<file path="src/pkg/mdc_params.svh">
/*
 Constants for the motor driver configuration register bank:
 offsets, field positions, codes and timings.
 Assumes it is included by its bare name before use.
*/
`ifndef MDC_PARAMS_SVH
`define MDC_PARAMS_SVH
// Register offsets and reset value
`define MDC_OFS_PIN 8'ha4
`define MDC_OFS_IFA 8'ha6
`define MDC_OFS_CLK 8'ha8
`define MDC_RST_VAL 32'h00000000
// Input pin setup fields
`define MDC_BRK_HI 3
`define MDC_BRK_LO 2
`define MDC_STYLE 5
`define MDC_RATE_HI 1
`define MDC_RATE_LO 0
`define MDC_BRK_FORCE 2'h1
`define MDC_BRK_NONE 2'h2
`define MDC_RATE_ANA 2'h0
`define MDC_RATE_PWM 2'h1
`define MDC_RATE_DIG 2'h2
`define MDC_RATE_FRQ 2'h3
// Interface setup fields
`define MDC_MON_HI 29
`define MDC_MON_LO 28
`define MDC_DAC 27
`define MDC_ADR_HI 26
`define MDC_ADR_LO 20
`define MDC_DRV_HI 4
`define MDC_DRV_LO 3
`define MDC_PU 2
`define MDC_BUS_HI 1
`define MDC_BUS_LO 0
`define MDC_BUS_UNDEF 2'h3
// Clock and sleep setup fields
`define MDC_FS_HI 30
`define MDC_FS_LO 16
`define MDC_SLP_HI 15
`define MDC_SLP_LO 14
`define MDC_CG 13
`define MDC_VG 12
`define MDC_LPM 11
`define MDC_CS_HI 10
`define MDC_CS_LO 9
`define MDC_XC 8
`define MDC_CS_NA 2'h2
// Serial framing
`define MDC_BITS 4'h8
`define MDC_LAST_LANE 2'h3
// Timing, times in ns
`define MDC_CLK_NS 100
`define MDC_SLP0_NS 50000
`define MDC_SLP1_NS 200000
`define MDC_SLP2_NS 20000000
`define MDC_SLP3_NS 200000000
`define MDC_CYC(t) (((t) + `MDC_CLK_NS - 1) / `MDC_CLK_NS)
`endif

</file>
<file path="src/pkg/mdc_pkg.sv">
/*
 Types for the motor driver configuration register bank.
 Assumes nothing of its surroundings.
*/
`default_nettype none
package mdc_pkg;
	// Serial target states, Gray coded along the write path and the read byte loop
	typedef enum logic [3:0]
	{
		MDC_IDLE = 4'h0,
		MDC_ADDR = 4'h1,
		MDC_AACK = 4'h3,
		MDC_PTR = 4'h2,
		MDC_PACK = 4'h6,
		MDC_WR = 4'h7,
		MDC_WACK = 4'h5,
		MDC_RD = 4'h4,
		MDC_RACK = 4'hc
	} mdc_i2c_e;
	typedef logic [31:0] mdc_word_t;
endpackage
`default_nettype wire

</file>
<file path="src/mdc_hw_config_regs.sv">
/*
 Hardware configuration register bank with its own serial target,
 brake and command source selection, frequency duty divider and
 sleep entry timer.
 Assumes scl and sda are synchronous to ref_clk and slow against it.
*/
// What this block does
// - Brake override 0h or 3h: braking follows the hardware brake pin.
// - Override 1h: pin ignored, brake or align per brake style bit.
// - Override 2h: pin ignored, neither brake nor align.
// - Brake style bit: clear low-side braking, set align braking.
// - Rate source picks analog, PWM duty, serial value or frequency.
// - Monitor routing picks second DAC or phase A, B, C sense.
// - Bit 27 enables both DAC monitor pins.
// - Bits 4-3 set serial pin drive strength code.
// - Bit 2 enables pull-ups on fault and rotation pins.
// - Bus voltage range 15, 30, 60 V; code 3h undefined.
// - Frequency mode duty is measured frequency over full-scale field.
// - Sleep after command held low for coded time.
// - Bit 13 turns on dynamic current gain.
// - Bit 12 turns on dynamic voltage gain.
// - Bit 11 picks standby or sleep for idle.
// - Bits 10-9 pick clock source; code 2h not applicable.
// - Bit 8 enables external clock mode.
`timescale 1ns/1ns
`default_nettype none
`include "mdc_params.svh"
module mdc_hw_config_regs
	import mdc_pkg::*;
#(
	parameter int CMD_W = 8,
	parameter int SLP_CYC0 = `MDC_CYC(`MDC_SLP0_NS),
	parameter int SLP_CYC1 = `MDC_CYC(`MDC_SLP1_NS),
	parameter int SLP_CYC2 = `MDC_CYC(`MDC_SLP2_NS),
	parameter int SLP_CYC3 = `MDC_CYC(`MDC_SLP3_NS)
)
(
	// Clock and reset
	input wire logic ref_clk,
	input wire logic rst,
	// Serial configuration bus
	input wire logic scl_in,
	input wire logic sda_in,
	output logic sda_out,
	output logic sda_oe,
	// Brake
	input wire logic brake_pin_in,
	output logic brake_engage,
	output logic brake_align,
	// Motor command
	input wire logic [CMD_W-1:0] analog_cmd,
	input wire logic [CMD_W-1:0] pwm_cmd,
	input wire logic [CMD_W-1:0] digital_cmd,
	input wire logic [14:0] measured_freq,
	output logic [CMD_W-1:0] freq_duty,
	output logic [CMD_W-1:0] motor_cmd,
	// Sleep entry
	input wire logic cmd_below_sleep,
	output logic sleep_due,
	output logic idle_is_sleep,
	// Monitor and pin setup
	output logic [1:0] monitor2_source,
	output logic monitor_outputs_on,
	output logic [1:0] i2c_drive_code,
	output logic pullup_on,
	// Analog and clock setup
	output logic [1:0] bus_voltage_range,
	output logic bus_voltage_undef,
	output logic auto_current_gain_on,
	output logic auto_voltage_gain_on,
	output logic [1:0] clock_source,
	output logic clock_source_na,
	output logic outside_clock_on
);

	localparam int CNT_W = 28;

	// Refuse settings the logic cannot serve
	generate
		if (CMD_W < 2 || CMD_W > 16)
		begin : g_chk_w
			$error("CMD_W must be 2 to 16");
		end
		if (SLP_CYC0 < 1 || SLP_CYC3 >= (1 << CNT_W))
		begin : g_chk_s
			$error("sleep counts out of range");
		end
	endgenerate

	mdc_word_t pin_q, ifa_q, clk_q;
	mdc_i2c_e st_q;
	logic scl_q, sda_q, drive_q, rw_q;
	logic [3:0] bit_q;
	logic [7:0] sh_q, ptr_q;
	logic [1:0] lane_q;
	logic [23:0] wbuf_q;
	logic commit;
	mdc_word_t wword;

	// Bus edges, taken from the previous sample of each line
	wire scl_rise = scl_in & ~scl_q;
	wire scl_fall = ~scl_in & scl_q;
	wire bus_start = scl_in & scl_q & sda_q & ~sda_in;
	wire bus_stop = scl_in & scl_q & ~sda_q & sda_in;
	wire [7:0] in_byte = {sh_q[6:0], sda_in};

	always_ff @(posedge ref_clk)
	begin
		if (rst)
		begin
			scl_q <= 1'b1;
			sda_q <= 1'b1;
		end
		else
		begin
			scl_q <= scl_in;
			sda_q <= sda_in;
		end
	end

	// Read word by offset; unmapped offsets read zero
	function automatic mdc_word_t rd_word(input logic [7:0] p);
		rd_word = `MDC_RST_VAL;
		if (p == `MDC_OFS_PIN)
			rd_word = pin_q;
		else if (p == `MDC_OFS_IFA)
			rd_word = ifa_q;
		else if (p == `MDC_OFS_CLK)
			rd_word = clk_q;
	endfunction

	// Next read byte: lane 0 after the address, the following lane after a host ACK
	logic [1:0] rd_lane;
	mdc_word_t rd_w;
	logic [7:0] rd_next;
	assign rd_lane = (st_q == MDC_RACK) ? lane_q + 2'h1 : 2'h0;
	assign rd_w = rd_word(ptr_q);
	assign rd_next = rd_w[8*rd_lane +: 8];

	// Fourth byte of a write completes the word, low byte first
	assign commit = (st_q == MDC_WR) && scl_fall && (bit_q == `MDC_BITS)
		&& (lane_q == `MDC_LAST_LANE);
	assign wword = {sh_q, wbuf_q};

	// Serial target; start and stop win over any bit in flight
	always_ff @(posedge ref_clk)
	begin
		if (rst)
		begin
			st_q <= MDC_IDLE;
			bit_q <= 4'h0;
			sh_q <= 8'h00;
			ptr_q <= 8'h00;
			lane_q <= 2'h0;
			wbuf_q <= 24'h000000;
			rw_q <= 1'b0;
			drive_q <= 1'b0;
		end
		else if (bus_start)
		begin
			st_q <= MDC_ADDR;
			bit_q <= 4'h0;
			drive_q <= 1'b0;
		end
		else if (bus_stop)
		begin
			st_q <= MDC_IDLE;
			drive_q <= 1'b0;
		end
		else
		begin
			unique case (st_q)
				MDC_IDLE:
				begin
					drive_q <= 1'b0;
				end
				MDC_ADDR, MDC_PTR, MDC_WR:
				begin
					if (scl_rise)
					begin
						sh_q <= in_byte;
						bit_q <= bit_q + 4'h1;
					end
					else if (scl_fall && bit_q == `MDC_BITS)
					begin
						bit_q <= 4'h0;
						drive_q <= 1'b1;
						if (st_q == MDC_ADDR)
						begin
							// Answer only our own address
							if (sh_q[7:1] == ifa_q[`MDC_ADR_HI:`MDC_ADR_LO])
							begin
								rw_q <= sh_q[0];
								lane_q <= 2'h0;
								st_q <= MDC_AACK;
							end
							else
							begin
								drive_q <= 1'b0;
								st_q <= MDC_IDLE;
							end
						end
						else if (st_q == MDC_PTR)
						begin
							ptr_q <= sh_q;
							lane_q <= 2'h0;
							st_q <= MDC_PACK;
						end
						else
						begin
							if (lane_q != `MDC_LAST_LANE)
								wbuf_q[8*lane_q +: 8] <= sh_q;
							lane_q <= lane_q + 2'h1;
							st_q <= MDC_WACK;
						end
					end
				end
				MDC_AACK:
				begin
					if (scl_fall && rw_q)
					begin
						sh_q <= rd_next;
						drive_q <= ~rd_next[7];
						bit_q <= 4'h1;
						st_q <= MDC_RD;
					end
					else if (scl_fall)
					begin
						drive_q <= 1'b0;
						st_q <= MDC_PTR;
					end
				end
				MDC_PACK, MDC_WACK:
				begin
					if (scl_fall)
					begin
						drive_q <= 1'b0;
						st_q <= MDC_WR;
					end
				end
				MDC_RD:
				begin
					if (scl_fall && bit_q == `MDC_BITS)
					begin
						// Let go so the host can acknowledge
						drive_q <= 1'b0;
						st_q <= MDC_RACK;
					end
					else if (scl_fall)
					begin
						sh_q <= {sh_q[6:0], 1'b0};
						drive_q <= ~sh_q[6];
						bit_q <= bit_q + 4'h1;
					end
				end
				MDC_RACK:
				begin
					if (scl_rise && sda_in)
						st_q <= MDC_IDLE;
					else if (scl_fall)
					begin
						sh_q <= rd_next;
						drive_q <= ~rd_next[7];
						lane_q <= lane_q + 2'h1;
						bit_q <= 4'h1;
						st_q <= MDC_RD;
					end
				end
				default:
				begin
					st_q <= MDC_IDLE;
				end
			endcase
		end
	end

	// Open-drain data line: only ever pulled low
	assign sda_out = 1'b0;
	assign sda_oe = drive_q;

	// Register store; every bit kept, reserved ones included
	always_ff @(posedge ref_clk)
	begin
		if (rst)
		begin
			pin_q <= `MDC_RST_VAL;
			ifa_q <= `MDC_RST_VAL;
			clk_q <= `MDC_RST_VAL;
		end
		else if (commit)
		begin
			if (ptr_q == `MDC_OFS_PIN)
				pin_q <= wword;
			else if (ptr_q == `MDC_OFS_IFA)
				ifa_q <= wword;
			else if (ptr_q == `MDC_OFS_CLK)
				clk_q <= wword;
		end
	end

	// Brake decision from pin or override
	wire [1:0] brk = pin_q[`MDC_BRK_HI:`MDC_BRK_LO];
	assign brake_engage = (brk == `MDC_BRK_FORCE) ? 1'b1 :
		(brk == `MDC_BRK_NONE) ? 1'b0 : brake_pin_in;
	assign brake_align = brake_engage & pin_q[`MDC_STYLE];

	// Frequency duty divider, one quotient bit per clock
	wire [14:0] fs = clk_q[`MDC_FS_HI:`MDC_FS_LO];
	logic div_busy_q;
	logic [15:0] rem_q;
	logic [CMD_W-1:0] quo_q;
	logic [4:0] dcnt_q;
	logic [CMD_W-1:0] duty_q;
	wire [15:0] rem2 = {rem_q[14:0], 1'b0};
	wire take = rem2 >= {1'b0, fs};

	always_ff @(posedge ref_clk)
	begin
		if (rst)
		begin
			div_busy_q <= 1'b0;
			rem_q <= 16'h0000;
			quo_q <= '0;
			dcnt_q <= 5'h00;
			duty_q <= '0;
		end
		else if (!div_busy_q)
		begin
			// Full scale or beyond, or no scale set, reads as full duty
			if (fs == 15'h0000 || measured_freq >= fs)
				duty_q <= '1;
			else
			begin
				rem_q <= {1'b0, measured_freq};
				quo_q <= '0;
				dcnt_q <= 5'(CMD_W);
				div_busy_q <= 1'b1;
			end
		end
		else
		begin
			rem_q <= take ? 16'(rem2 - {1'b0, fs}) : rem2;
			quo_q <= {quo_q[CMD_W-2:0], take};
			dcnt_q <= dcnt_q - 5'h01;
			if (dcnt_q == 5'h01)
			begin
				duty_q <= {quo_q[CMD_W-2:0], take};
				div_busy_q <= 1'b0;
			end
		end
	end
	assign freq_duty = duty_q;

	// Command source select, registered
	logic [CMD_W-1:0] cmd_q;
	always_ff @(posedge ref_clk)
	begin
		if (rst)
			cmd_q <= '0;
		else
		begin
			unique case (pin_q[`MDC_RATE_HI:`MDC_RATE_LO])
				`MDC_RATE_ANA: cmd_q <= analog_cmd;
				`MDC_RATE_PWM: cmd_q <= pwm_cmd;
				`MDC_RATE_DIG: cmd_q <= digital_cmd;
				`MDC_RATE_FRQ: cmd_q <= duty_q;
			endcase
		end
	end
	assign motor_cmd = cmd_q;

	// Sleep entry timer; the command rising out of the sleep range restarts it
	logic [CNT_W-1:0] scnt_q, slim;
	logic due_q;
	always_comb
	begin
		unique case (clk_q[`MDC_SLP_HI:`MDC_SLP_LO])
			2'h0: slim = CNT_W'(SLP_CYC0);
			2'h1: slim = CNT_W'(SLP_CYC1);
			2'h2: slim = CNT_W'(SLP_CYC2);
			2'h3: slim = CNT_W'(SLP_CYC3);
		endcase
	end

	always_ff @(posedge ref_clk)
	begin
		if (rst || !cmd_below_sleep)
		begin
			scnt_q <= '0;
			due_q <= 1'b0;
		end
		else if (scnt_q >= slim - CNT_W'(1))
			due_q <= 1'b1;
		else
			scnt_q <= scnt_q + CNT_W'(1);
	end
	assign sleep_due = due_q;
	assign idle_is_sleep = clk_q[`MDC_LPM];

	// Plain setting outputs straight from the register flops
	assign monitor2_source = ifa_q[`MDC_MON_HI:`MDC_MON_LO];
	assign monitor_outputs_on = ifa_q[`MDC_DAC];
	assign i2c_drive_code = ifa_q[`MDC_DRV_HI:`MDC_DRV_LO];
	assign pullup_on = ifa_q[`MDC_PU];
	assign bus_voltage_range = ifa_q[`MDC_BUS_HI:`MDC_BUS_LO];
	// Undefined range is flagged, not corrected; software must avoid it
	assign bus_voltage_undef = bus_voltage_range == `MDC_BUS_UNDEF;
	assign auto_current_gain_on = clk_q[`MDC_CG];
	assign auto_voltage_gain_on = clk_q[`MDC_VG];
	assign clock_source = clk_q[`MDC_CS_HI:`MDC_CS_LO];
	assign clock_source_na = clock_source == `MDC_CS_NA;
	// The reference rate itself is the host's to match
	assign outside_clock_on = clk_q[`MDC_XC];

endmodule
`default_nettype wire

</file>
<file path="config.mk">
export PLATFORM = sky130hd
export DESIGN_NAME = mdc_hw_config_regs
export DESIGN_NICKNAME = d
export VERILOG_FILES = /design/src/pkg/mdc_pkg.sv /design/src/mdc_hw_config_regs.sv
export VERILOG_INCLUDE_DIRS = /design/src /design/src/pkg
export SDC_FILE = /design/constraint.sdc
export NUM_CORES = 1
export LEC_CHECK = 0
export ABC_AREA = 1
export BUFFER_PORTS_ARGS = -buffer_cell sky130_fd_sc_hd__buf_2
export CAP_MARGIN = 20
export CORE_MARGIN = 3
export CORE_UTILIZATION = 35
export CTS_BUF_LIST = sky130_fd_sc_hd__clkbuf_4 sky130_fd_sc_hd__clkbuf_8 sky130_fd_sc_hd__clkbuf_16
export CTS_CLUSTER_DIAMETER = 80
export DETAILED_ROUTE_END_ITERATION = 8
export PLACE_DENSITY = 0.48
export SLEW_MARGIN = 5
export SYNTH_ARGS = -nofsm -noshare
export SYNTH_HDL_FRONTEND = slang
export SYNTH_SLANG_ARGS = --single-unit
</file>
<file path="constraint.sdc">
create_clock -name ref_clk -period 3.6 [get_ports ref_clk]
set_input_delay 0 -clock ref_clk [delete_from_list [all_inputs] [get_ports ref_clk]]
set_output_delay 0 -clock ref_clk [all_outputs]
set_load 0.03 [all_outputs]
</file>
=== Yosys cells after proc, flatten, opt, wreduce, memory -nomap -nowiden ===
Cells that the tools add are included.

* Add/sub/neg operators: 7
* $lt $le $gt $ge: 3
* Equality and inequality tests: 50
* Shifts and indexed selects: 3
* Multiplexer cells: 70
* Bitwise logic cells: 22
* Reduce and logical (&&, ||, !) cells: 34

{| class="wikitable"
|+ Operator list
! cell !! count
|-
| $pmux 28 s4 || 1
|-
| $mux 32 || 3
|-
| $mux 8 || 9
|-
| $mux 4 || 16
|-
| $pmux 8 s4 || 2
|-
| $mux 15 || 3
|-
| $neg 5->34 || 1
|-
| $shift 8x34->24 const A || 1
|-
| $shiftx 8x34->24 || 1
|-
| $shiftx 32x6->8 || 1
|-
| $add 28x1->28 const B || 1
|-
| $ge 28x28->1 || 1
|-
| $reduce_and 7->1 || 4
|-
| $sub 28x1->28 const B || 1
|-
| $bwmux 24 || 1
|-
| $eq 8x8->1 const B || 3
|-
| $ne 2x2->1 const B || 12
|-
| $pmux 4 s6 || 1
|-
| $reduce_and 8->1 || 3
|-
| $mux 2 || 10
|-
| $mux 1 || 17
|-
| $eq 2x2->1 const B || 8
|-
| $eq 4x3->1 const B || 4
|-
| $ge 16x15->1 || 1
|-
| other kinds (40) || 84
|}

* Bits in registers: 223
* Input port bits: 45

=== Longest topological paths before layout ===
Gate-level depths: netlist of run 1.

* Word-level depth: 9
* Gate-level depth with buffers: 15

=== Worst setup path before layout of run 1 ===
Ideal clock, no wire load.

* Kind: reg2reg
* Start point: reg clk_q[26]
* End point: reg dcnt_q[2]
* Library setup time: 0.116 ns
* Arrival: 1.858 ns
* Path slack: 1.626 ns
* Stages on the path, launching flop included: 12
* Path buffers: 1
* Cells stage by stage: dfxtp_1 inv_1 ha_1 a21oi_1 o21ai_0 a21oi_1 nand4_2 nand2_1 buf_4 clkinv_1 o21ai_0 inv_1

* Longest elaborated chain between the ends: 3
* Elaborated cells between the ends (all ways): 4
* Those cells by class: order compare: 1; eq/ne: 1; reduce/logical: 2

{| class="wikitable"
|+ RTL lines
! what !! RTL line !! RTL
|-
| start: declaration || mdc_hw_config_regs.sv:90 || <nowiki>mdc_word_t pin_q, ifa_q, clk_q;</nowiki>
|-
| start signal: assignment || mdc_hw_config_regs.sv:288 || <nowiki>clk_q <= `MDC_RST_VAL;</nowiki>
|-
| start signal: assignment || mdc_hw_config_regs.sv:297 || <nowiki>clk_q <= wword;</nowiki>
|-
| $ge 15x15->1 / $logic_not 15->1 (equally long branches) || mdc_hw_config_regs.sv:330 || <nowiki>if (fs == 15'h0000 || measured_freq >= fs)</nowiki>
|-
| $logic_or 1x1->1 (*) || mdc_hw_config_regs.sv:330 ||
|-
| $ne 2x2->1 (no line) (*) || -- ||
|-
| end signal: assignment || mdc_hw_config_regs.sv:336 || <nowiki>dcnt_q <= 5'(CMD_W);</nowiki>
|-
| end signal: assignment || mdc_hw_config_regs.sv:344 || <nowiki>dcnt_q <= dcnt_q - 5'h01;</nowiki>
|-
| end: declaration || mdc_hw_config_regs.sv:312 || <nowiki>logic [4:0] dcnt_q;</nowiki>
|}

Every way passes the cells marked *; elsewhere a longest branch is shown, timed or not.
A chain may end at the register's enable or synchronous reset.

=== Worst setup path after layout of run 1 ===
* Start point: reg clk_q[18]
* End point: reg quo_q[0]

* Longest elaborated chain between the ends: 3
* Elaborated cells between the ends (all ways): 6
* Those cells by class: order compare: 2; eq/ne: 1; mux: 1; reduce/logical: 2

{| class="wikitable"
|+ RTL lines
! what !! RTL line !! RTL
|-
| $ge 15x15->1 / $logic_not 15->1 (equally long branches) || mdc_hw_config_regs.sv:330 ||
|-
| $logic_or 1x1->1 || mdc_hw_config_regs.sv:330 ||
|-
| $ne 2x2->1 (no line) || -- ||
|-
| end signal: assignment || mdc_hw_config_regs.sv:343 || <nowiki>quo_q <= {quo_q[CMD_W-2:0], take};</nowiki>
|-
| end: declaration || mdc_hw_config_regs.sv:311 || <nowiki>logic [CMD_W-1:0] quo_q;</nowiki>
|}

Several ways; a longest one is shown, not always the timed one.

==> results of run 1 <==
-- through the flow --
step	area (sq um)	worst slack, ps	total power [mW]	util (%)
5_1_grt	13900	732	6.11	41.3
2_1_floorplan	12000	1630	2.96	-
3_3_place_gp	12700	927	3.17	37.7
6_report	13900	914	5.87	41.3
4_1_cts	13900	960	5.93	41.3
3_5_place_dp	12700	969	3.16	37.7
-- registers in the layout (all words and copies together) (netlist names), 2 cells and up --
signal,flops
clk_q,32
ifa_q,32
pin_q,32
scnt_q,28
wbuf_q,24
rem_q,15
freq_duty,8
motor_cmd,8
ptr_q,8
sh_q,8
quo_q,7
dcnt_q,5
bit_q,4
st_q,4
lane_q,2
-- per-layer routing --
metal / wire length, microns / vias up
met2: 17300 / 194
met5: 0 / -
met1: 18600 / 5236
met3: 1480 / 51
li1: - / 5840
met4: 623 / 0
-- cells in the final DEF (no fill, tap or decap), types with 16 or more instances in the layout --
cell type	n
nand2_1	299
a21oi_1	233
dlygate4sd3_1	34
nand4_1	17
buf_2	80
xor2_1	21
clkbuf_16	27
o211ai_1	31
xnor2_1	16
ha_1	58
nand3_1	130
o21ai_0	164
nor2_1	120
dfxtp_1	223
nor3_1	16
inv_1	152
a211oi_1	25
-- power by group --
| group | switching (mW) | total (mW) | internal [mW] | leakage, nW |
|---|---|---|---|---|
| sequential | 0.0616 | 2.58 | 2.51 | 1.80 |
| clock | 1.10 | 2.72 | 1.62 | 0.453 |
| combinational | 0.394 | 0.569 | 0.176 | 3.65 |
| total | 1.55 | 5.87 | 4.31 | 5.91 |
-- logic make-up (layout without fill, tap and decap cells) --
family	Yosys count	count (layout)	share of synthesized area (%)
simple gates	630	630	23.4
compound gates	485	485	21.9
buf+inv	242	339	8.53
flops	223	223	37.2
fa+ha+maj	59	59	6.21
xor+xnor	37	37	2.70
other cells	2	3	0.0625
-- worst min-delay path, stage by stage --
cell and delay, ps:
buf_2 90, buf_4 280, nor2_1 150
-- cell type report --
| cell class | count | area [sq um] |
|---|---|---|
| clock buffers | 43 | 858 |
| fillers | 3600 | 19800 |
| multi-input cells | 1214 | 6520 |
| well taps | 448 | 561 |
| clock inverters | 5 | 32.5 |
| repair buffers | 130 | 886 |
| inverters | 161 | 607 |
| flip-flops and latches | 223 | 4460 |
-- worst max path at each step --
stage	endpoint	startpoint	depth (start not counted)
3_5_place_dp	quo_q[0]	clk_q[18]	12
2_1_floorplan	dcnt_q[2]	clk_q[26]	11
4_1_cts	quo_q[0]	clk_q[18]	12
3_3_place_gp	quo_q[0]	clk_q[18]	12
6_report	quo_q[0]	clk_q[18]	12
5_1_grt	quo_q[0]	clk_q[24]	10
-- repair_timing --
action	CTS	global route
endpoints found under the hold margin	27	0
gates resized for setup	0	0
hold buffers	34	0
==> summary.md, run 1 <==
| Metric | Value |
|---|---|
| Outcome | `complete, no violations` |
| Mapped Avg Cell Area | `7.16 sq um` |
| Clock sinks | `223` |
| #FFs+latches synth | `223` |
| Largest stage delay, worst path | `400 ps` |
| Max Cap Violations | `0` |
| Hold path endpoint | `div_busy_q` |
| Die height | `around 190 microns` |
| Top FF cell, synth | `dfxtp_1` |
| Slew HR | `38.0%` |
| Post-synth top area share | `37.2%` |
| Bufs on Longest Clock Path | `3` |
| Post-synth top cells | `299 x nand2_1, 233 x a21oi_1, 223 x dfxtp_1, 164 x o21ai_0, 153 x inv_1` |
| Synth top area cells | `dfxtp_1 37%, a21oi_1 9.7%, nand2_1 9.3%, o21ai_0 6.8%, ha_1 6.0%` |
| Setup-failing EPs final | `0` |
| Ports | `around 80` |
| Critical Setup Path Class | `flip-flop to flip-flop` |
| First-pass DRT Iterations | `5` |
| Unique masters post-synth | `49` |
| Routability cong. | `0.844` |
| Met2 Track Usage GR | `about a third` |
| TritonCTS Buffers | `27` |
| Max rail drop VDD | `~0.36 mV` |
| Hpwl dp | `26,900 microns` |
| Worst skew pair latency | `roughly 550 ps` |
| Fin crit share | `74.6%` |
| Sequential-to-total area share from yosys stat | `37.2%` |
| Post-route insts no fill | `2,224` |
| Worst Setup Start Kind | `flip-flop` |
| HP Class | `input pin to flip-flop` |
| Worst path most repeated cell | `nand2_1` |
| Initial antenna violation count | `0` |
| Final WL | `38,100 microns` |
| CTS H-tree lvls | `1` |
| Fin nets | `approximately 1,900` |
| Starting density of the core | `35.6%` |
| Layout cells sized above 1 | `approximately a tenth` |
| CTS clk-pin slew, worst paths | `60 ps` |
| GR Overflow Total | `0` |
| Slowest cell on the critical path | `clkinv_1` |
| DRC errors left | `0` |
| Hold slack | `approximately 64 ps` |
| DR vias | `around 11,000` |
| Die ar. | `around 37,000 sq um` |
| Required @ worst endpoint | `~4000 ps` |
| First-pass GRT wire length | `60,800 microns` |
| Number of synthesized flops with an enable pin | `0` |
| Detail Route Antenna Nets | `0` |
| CP Cell Sequence | `inv_1 > ha_1 > a21oi_1 > o21ai_0 > nand2_1 > nand2_1 > nand2_1 > nand4_2 > nand2_1 > clkinv_1 > nand2_1 > a21oi_1` |
| Hold depth | `3` |
| Setup_tns | `0 ps` |
| Buf/Inv on CP | `2` |
| Die width | `191 microns` |
| Port Buf Inserts | `80` |
| Mapped cell area | `12,000 sq um` |
| Worst R2R Setup Slack | `910 ps` |
| Critical-path maximum fanout | `10` |
| Setup bufs post-CTS | `0` |
| Worst Setup End Kind | `flip-flop` |
| CTS tree | `yes` |
| RSZ-0062 raised after global routing | `false` |
| Core Region | `33,700 sq um` |
| Critical path arrival | `3080 ps` |
| Cell count after synthesis | `around 1,700` |
| Slew @ Worst Pin | `927 ps` |
| Fmax | `372 MHz` |
| Ys async rst share | `0%` |
| Final Hold Fails | `0` |
| DRT iter0 DRCs | `758` |
| Pins over their slew limit | `0` |
| CP top delay family | `simple AND/OR/NAND/NOR gates` |
| Wire per inst | `17.1 microns` |
| Dpl cells | `2,142` |
| FP Rows | `67` |
| Reg2reg start | `clk_q[18]` |
| Reg2reg path depth | `12` |
| Worst clock skew | `14.6 ps` |
| GRT busiest layer | `met2` |
| Pwr/cell area | `421 nW/um^2` |
| Area grow syn2layout | `16.0%` |
| Met1 usage | `29.2%` |
| RR Endpoint | `quo_q[0]` |
| GR Util met3 | `2.44%` |
| Largest net degree at the start of global routing | `151` |
| Area leader, netlist | `dfxtp_1` |
| Fin crit period | `2690 ps` |
| Vias in the first global route | `10,900` |
| Min-delay src | `rst` |
| Root buf cell | `clkbuf_16` |
| Synth warnings | `0` |
| Drt via density | `5.09` |
| LEAKAGE | `between 5 and 6 nW` |
| Most numerous cell in the Yosys netlist | `nand2_1` |
| Ant diodes | `0` |
| Total GRT Usage | `between 20% and 30%` |
Note: power is estimated with default switching activity, not from simulation.
==> inputs of run 2 (changes only) <==
Clock period 3.6 ns to 2.54 ns, I/O delays scaled along.
==> summary.md, run 2 (synthesis gave the netlist of run 1 again) <==
| Metric | Value |
|---|---|
| Port Buf Inserts | `80` |
| CP Cell Sequence | `clkinvlp_4 > buf_4 > a221oi_1 > dlygate4sd3_1 > a21oi_1 > dlygate4sd3_1` |
| Clock sinks | `between 200 and 250` |
| CTS H-tree lvls | `1` |
| Area grow syn2layout | `18.1%` |
| Starting density of the core | `35.6%` |
| Setup-failing EPs final | `0` |
| Routability cong. | `0.872` |
| DRC errors left | `0` |
| FP Rows | `67` |
| Die height | `between 150 and 200 microns` |
| Hpwl dp | `26,400 microns` |
| RSZ-0062 raised after global routing | `false` |
| Final WL | `~37,000 microns` |
| Die width | `~190 microns` |
| DRT iter0 DRCs | `853` |
| Buf/Inv on CP | `4` |
| First-pass DRT Iterations | `5` |
| Pins over their slew limit | `0` |
| DR vias | `11,400` |
| Drt via density | `a little over 5` |
| Root buf cell | `clkbuf_16` |
| Post-route insts no fill | `about 2,300` |
| LEAKAGE | `between 6 and 7 nW` |
| Worst clock skew | `11.0 ps` |
| Initial antenna violation count | `0` |
| TritonCTS Buffers | `28` |
| Slew HR | `approximately half` |
| GR Overflow Total | `0` |
| Core Region | `33,700 sq um` |
| Vias in the first global route | `11,000` |
| Detail Route Antenna Nets | `0` |
| Max Cap Violations | `0` |
| Worst skew pair latency | `540 ps` |
| Required @ worst endpoint | `2960 ps` |
| Pwr/cell area | `593 nW/um^2` |
| Commonest non-fill, non-tap cell in the layout | `nand2_1` |
| Wire per inst | `16.5 microns` |
| Hold slack | `270 ps` |
| CTS tree | `yes` |
| Bufs on Longest Clock Path | `3` |
| Final Hold Fails | `0` |
| Critical-path maximum fanout | `5` |
| Worst Setup Start Kind | `flip-flop` |
| Layout cells sized above 1 | `around an eighth` |
| Slew @ Worst Pin | `727 ps` |
| Total GRT Usage | `roughly a fifth` |
| Fmax | `approximately 430 MHz` |
| Slowest cell on the critical path | `dlygate4sd3_1` |
| Top flop regs | `clk_q: 32 flops, ifa_q: 32 flops, pin_q: 32 flops` |
| Fillers | `3,593` |
| Dpl cells | `2,163` |
| HP Class | `input pin to flip-flop` |
| Fin crit share | `92.5%` |
| Largest net degree at the start of global routing | `150` |
| CTS clk-pin slew, worst paths | `60 ps` |
| Ports | `82` |
| Largest stage delay, worst path | `590 ps` |
| Most frequent cells in the layout | `297 x nand2_1, 232 x a21oi_1, 223 x dfxtp_1, 164 x o21ai_0, 150 x inv_1` |
| Worst Setup End Kind | `flip-flop` |
| Ant diodes | `0` |
| Critical path arrival | `2770 ps` |
| Worst path most repeated cell | `dlygate4sd3_1` |
| Fin crit period | `approximately 2400 ps` |
| CP top delay family | `buffers and inverters` |
| Die ar. | `36,600 sq um` |
| Fin nets | `around 1,900` |
| First-pass GRT wire length | `60,000 microns` |
| Critical Setup Path Class | `flip-flop to flip-flop` |
| Max rail drop VDD | `0.458 mV` |
| Outcome | `complete, no violations` |
-- run 2: final cells by class --
class	count	area [sq um]	share of cell area [%]
Sequential cell	223	4460	31.5
Multi-Input combinational cell	1214	6540	46.1
Inverter	161	613	4.32
Timing Repair Buffer	155	1090	7.69
Clock inverter	7	60.1	0.423
Tap cell	448	561	3.95
Clock buffer	42	855	6.02
-- run 2: through the flow --
step           instance area, sq um  setup slack (ps)  utilization [%]  TNS, ps  total power, mW
2_1_floorplan                 12000               566                -        0             4.20
3_3_place_gp                  12900              64.4             38.2        0             4.49
3_5_place_dp                  12900             -6.07             38.2    -6.07             4.49
4_1_cts                       14100              85.0             42.0        0             8.52
5_1_grt                       14200              29.3             42.1        0             8.76
6_report                      14200               190             42.1        0             8.41
-- run 2: repair_timing --
item / in CTS / in global routing
hold endpoints to repair: 45 / 0
setup endpoints to repair: 4 / 14
hold buffers: 36 / 0
setup buffers: 0 / 2
resized for setup: 1 / 7
-- run 2: final timing paths --
check	startpoint	to	slack, ps	depth (start not counted)
worst max register to register	pin_q[1]	motor_cmd[7]	190	6
worst max-delay path	pin_q[1]	motor_cmd[7]	190	6
worst min register to register	scnt_q[25]	scnt_q[25]	430	2
worst min-delay path	scl_in	scl_q	270	4
-- run 2: worst register-to-register path: cells and delay by family, from the launching register on --
| kind | cells | cell delay (ps) |
|---|---|---|
| flops | 1 | 470 |
| buf+inv | 4 | 1450 |
| compound gates | 2 | 320 |
-- run 2: power breakdown --
group          internal, mW  switching (mW)  total, mW
registers              3.56          0.0808       3.65
logic                 0.266           0.556      0.821
clock network          2.40            1.54       3.94
-- run 2: per-layer routing --
layer / vias up / wire [microns] / part of all wire, % / GRT usage, %
met5: - / 0 / 0 / 0
met3: 56 / 1530 / 4.1 / 2.26
met2: 231 / 16400 / 44 / 32.0
met1: 5254 / 18400 / 50 / 29.3
met4: 0 / 831 / 2.2 / 4.91
li1: 5877 / - / - / -
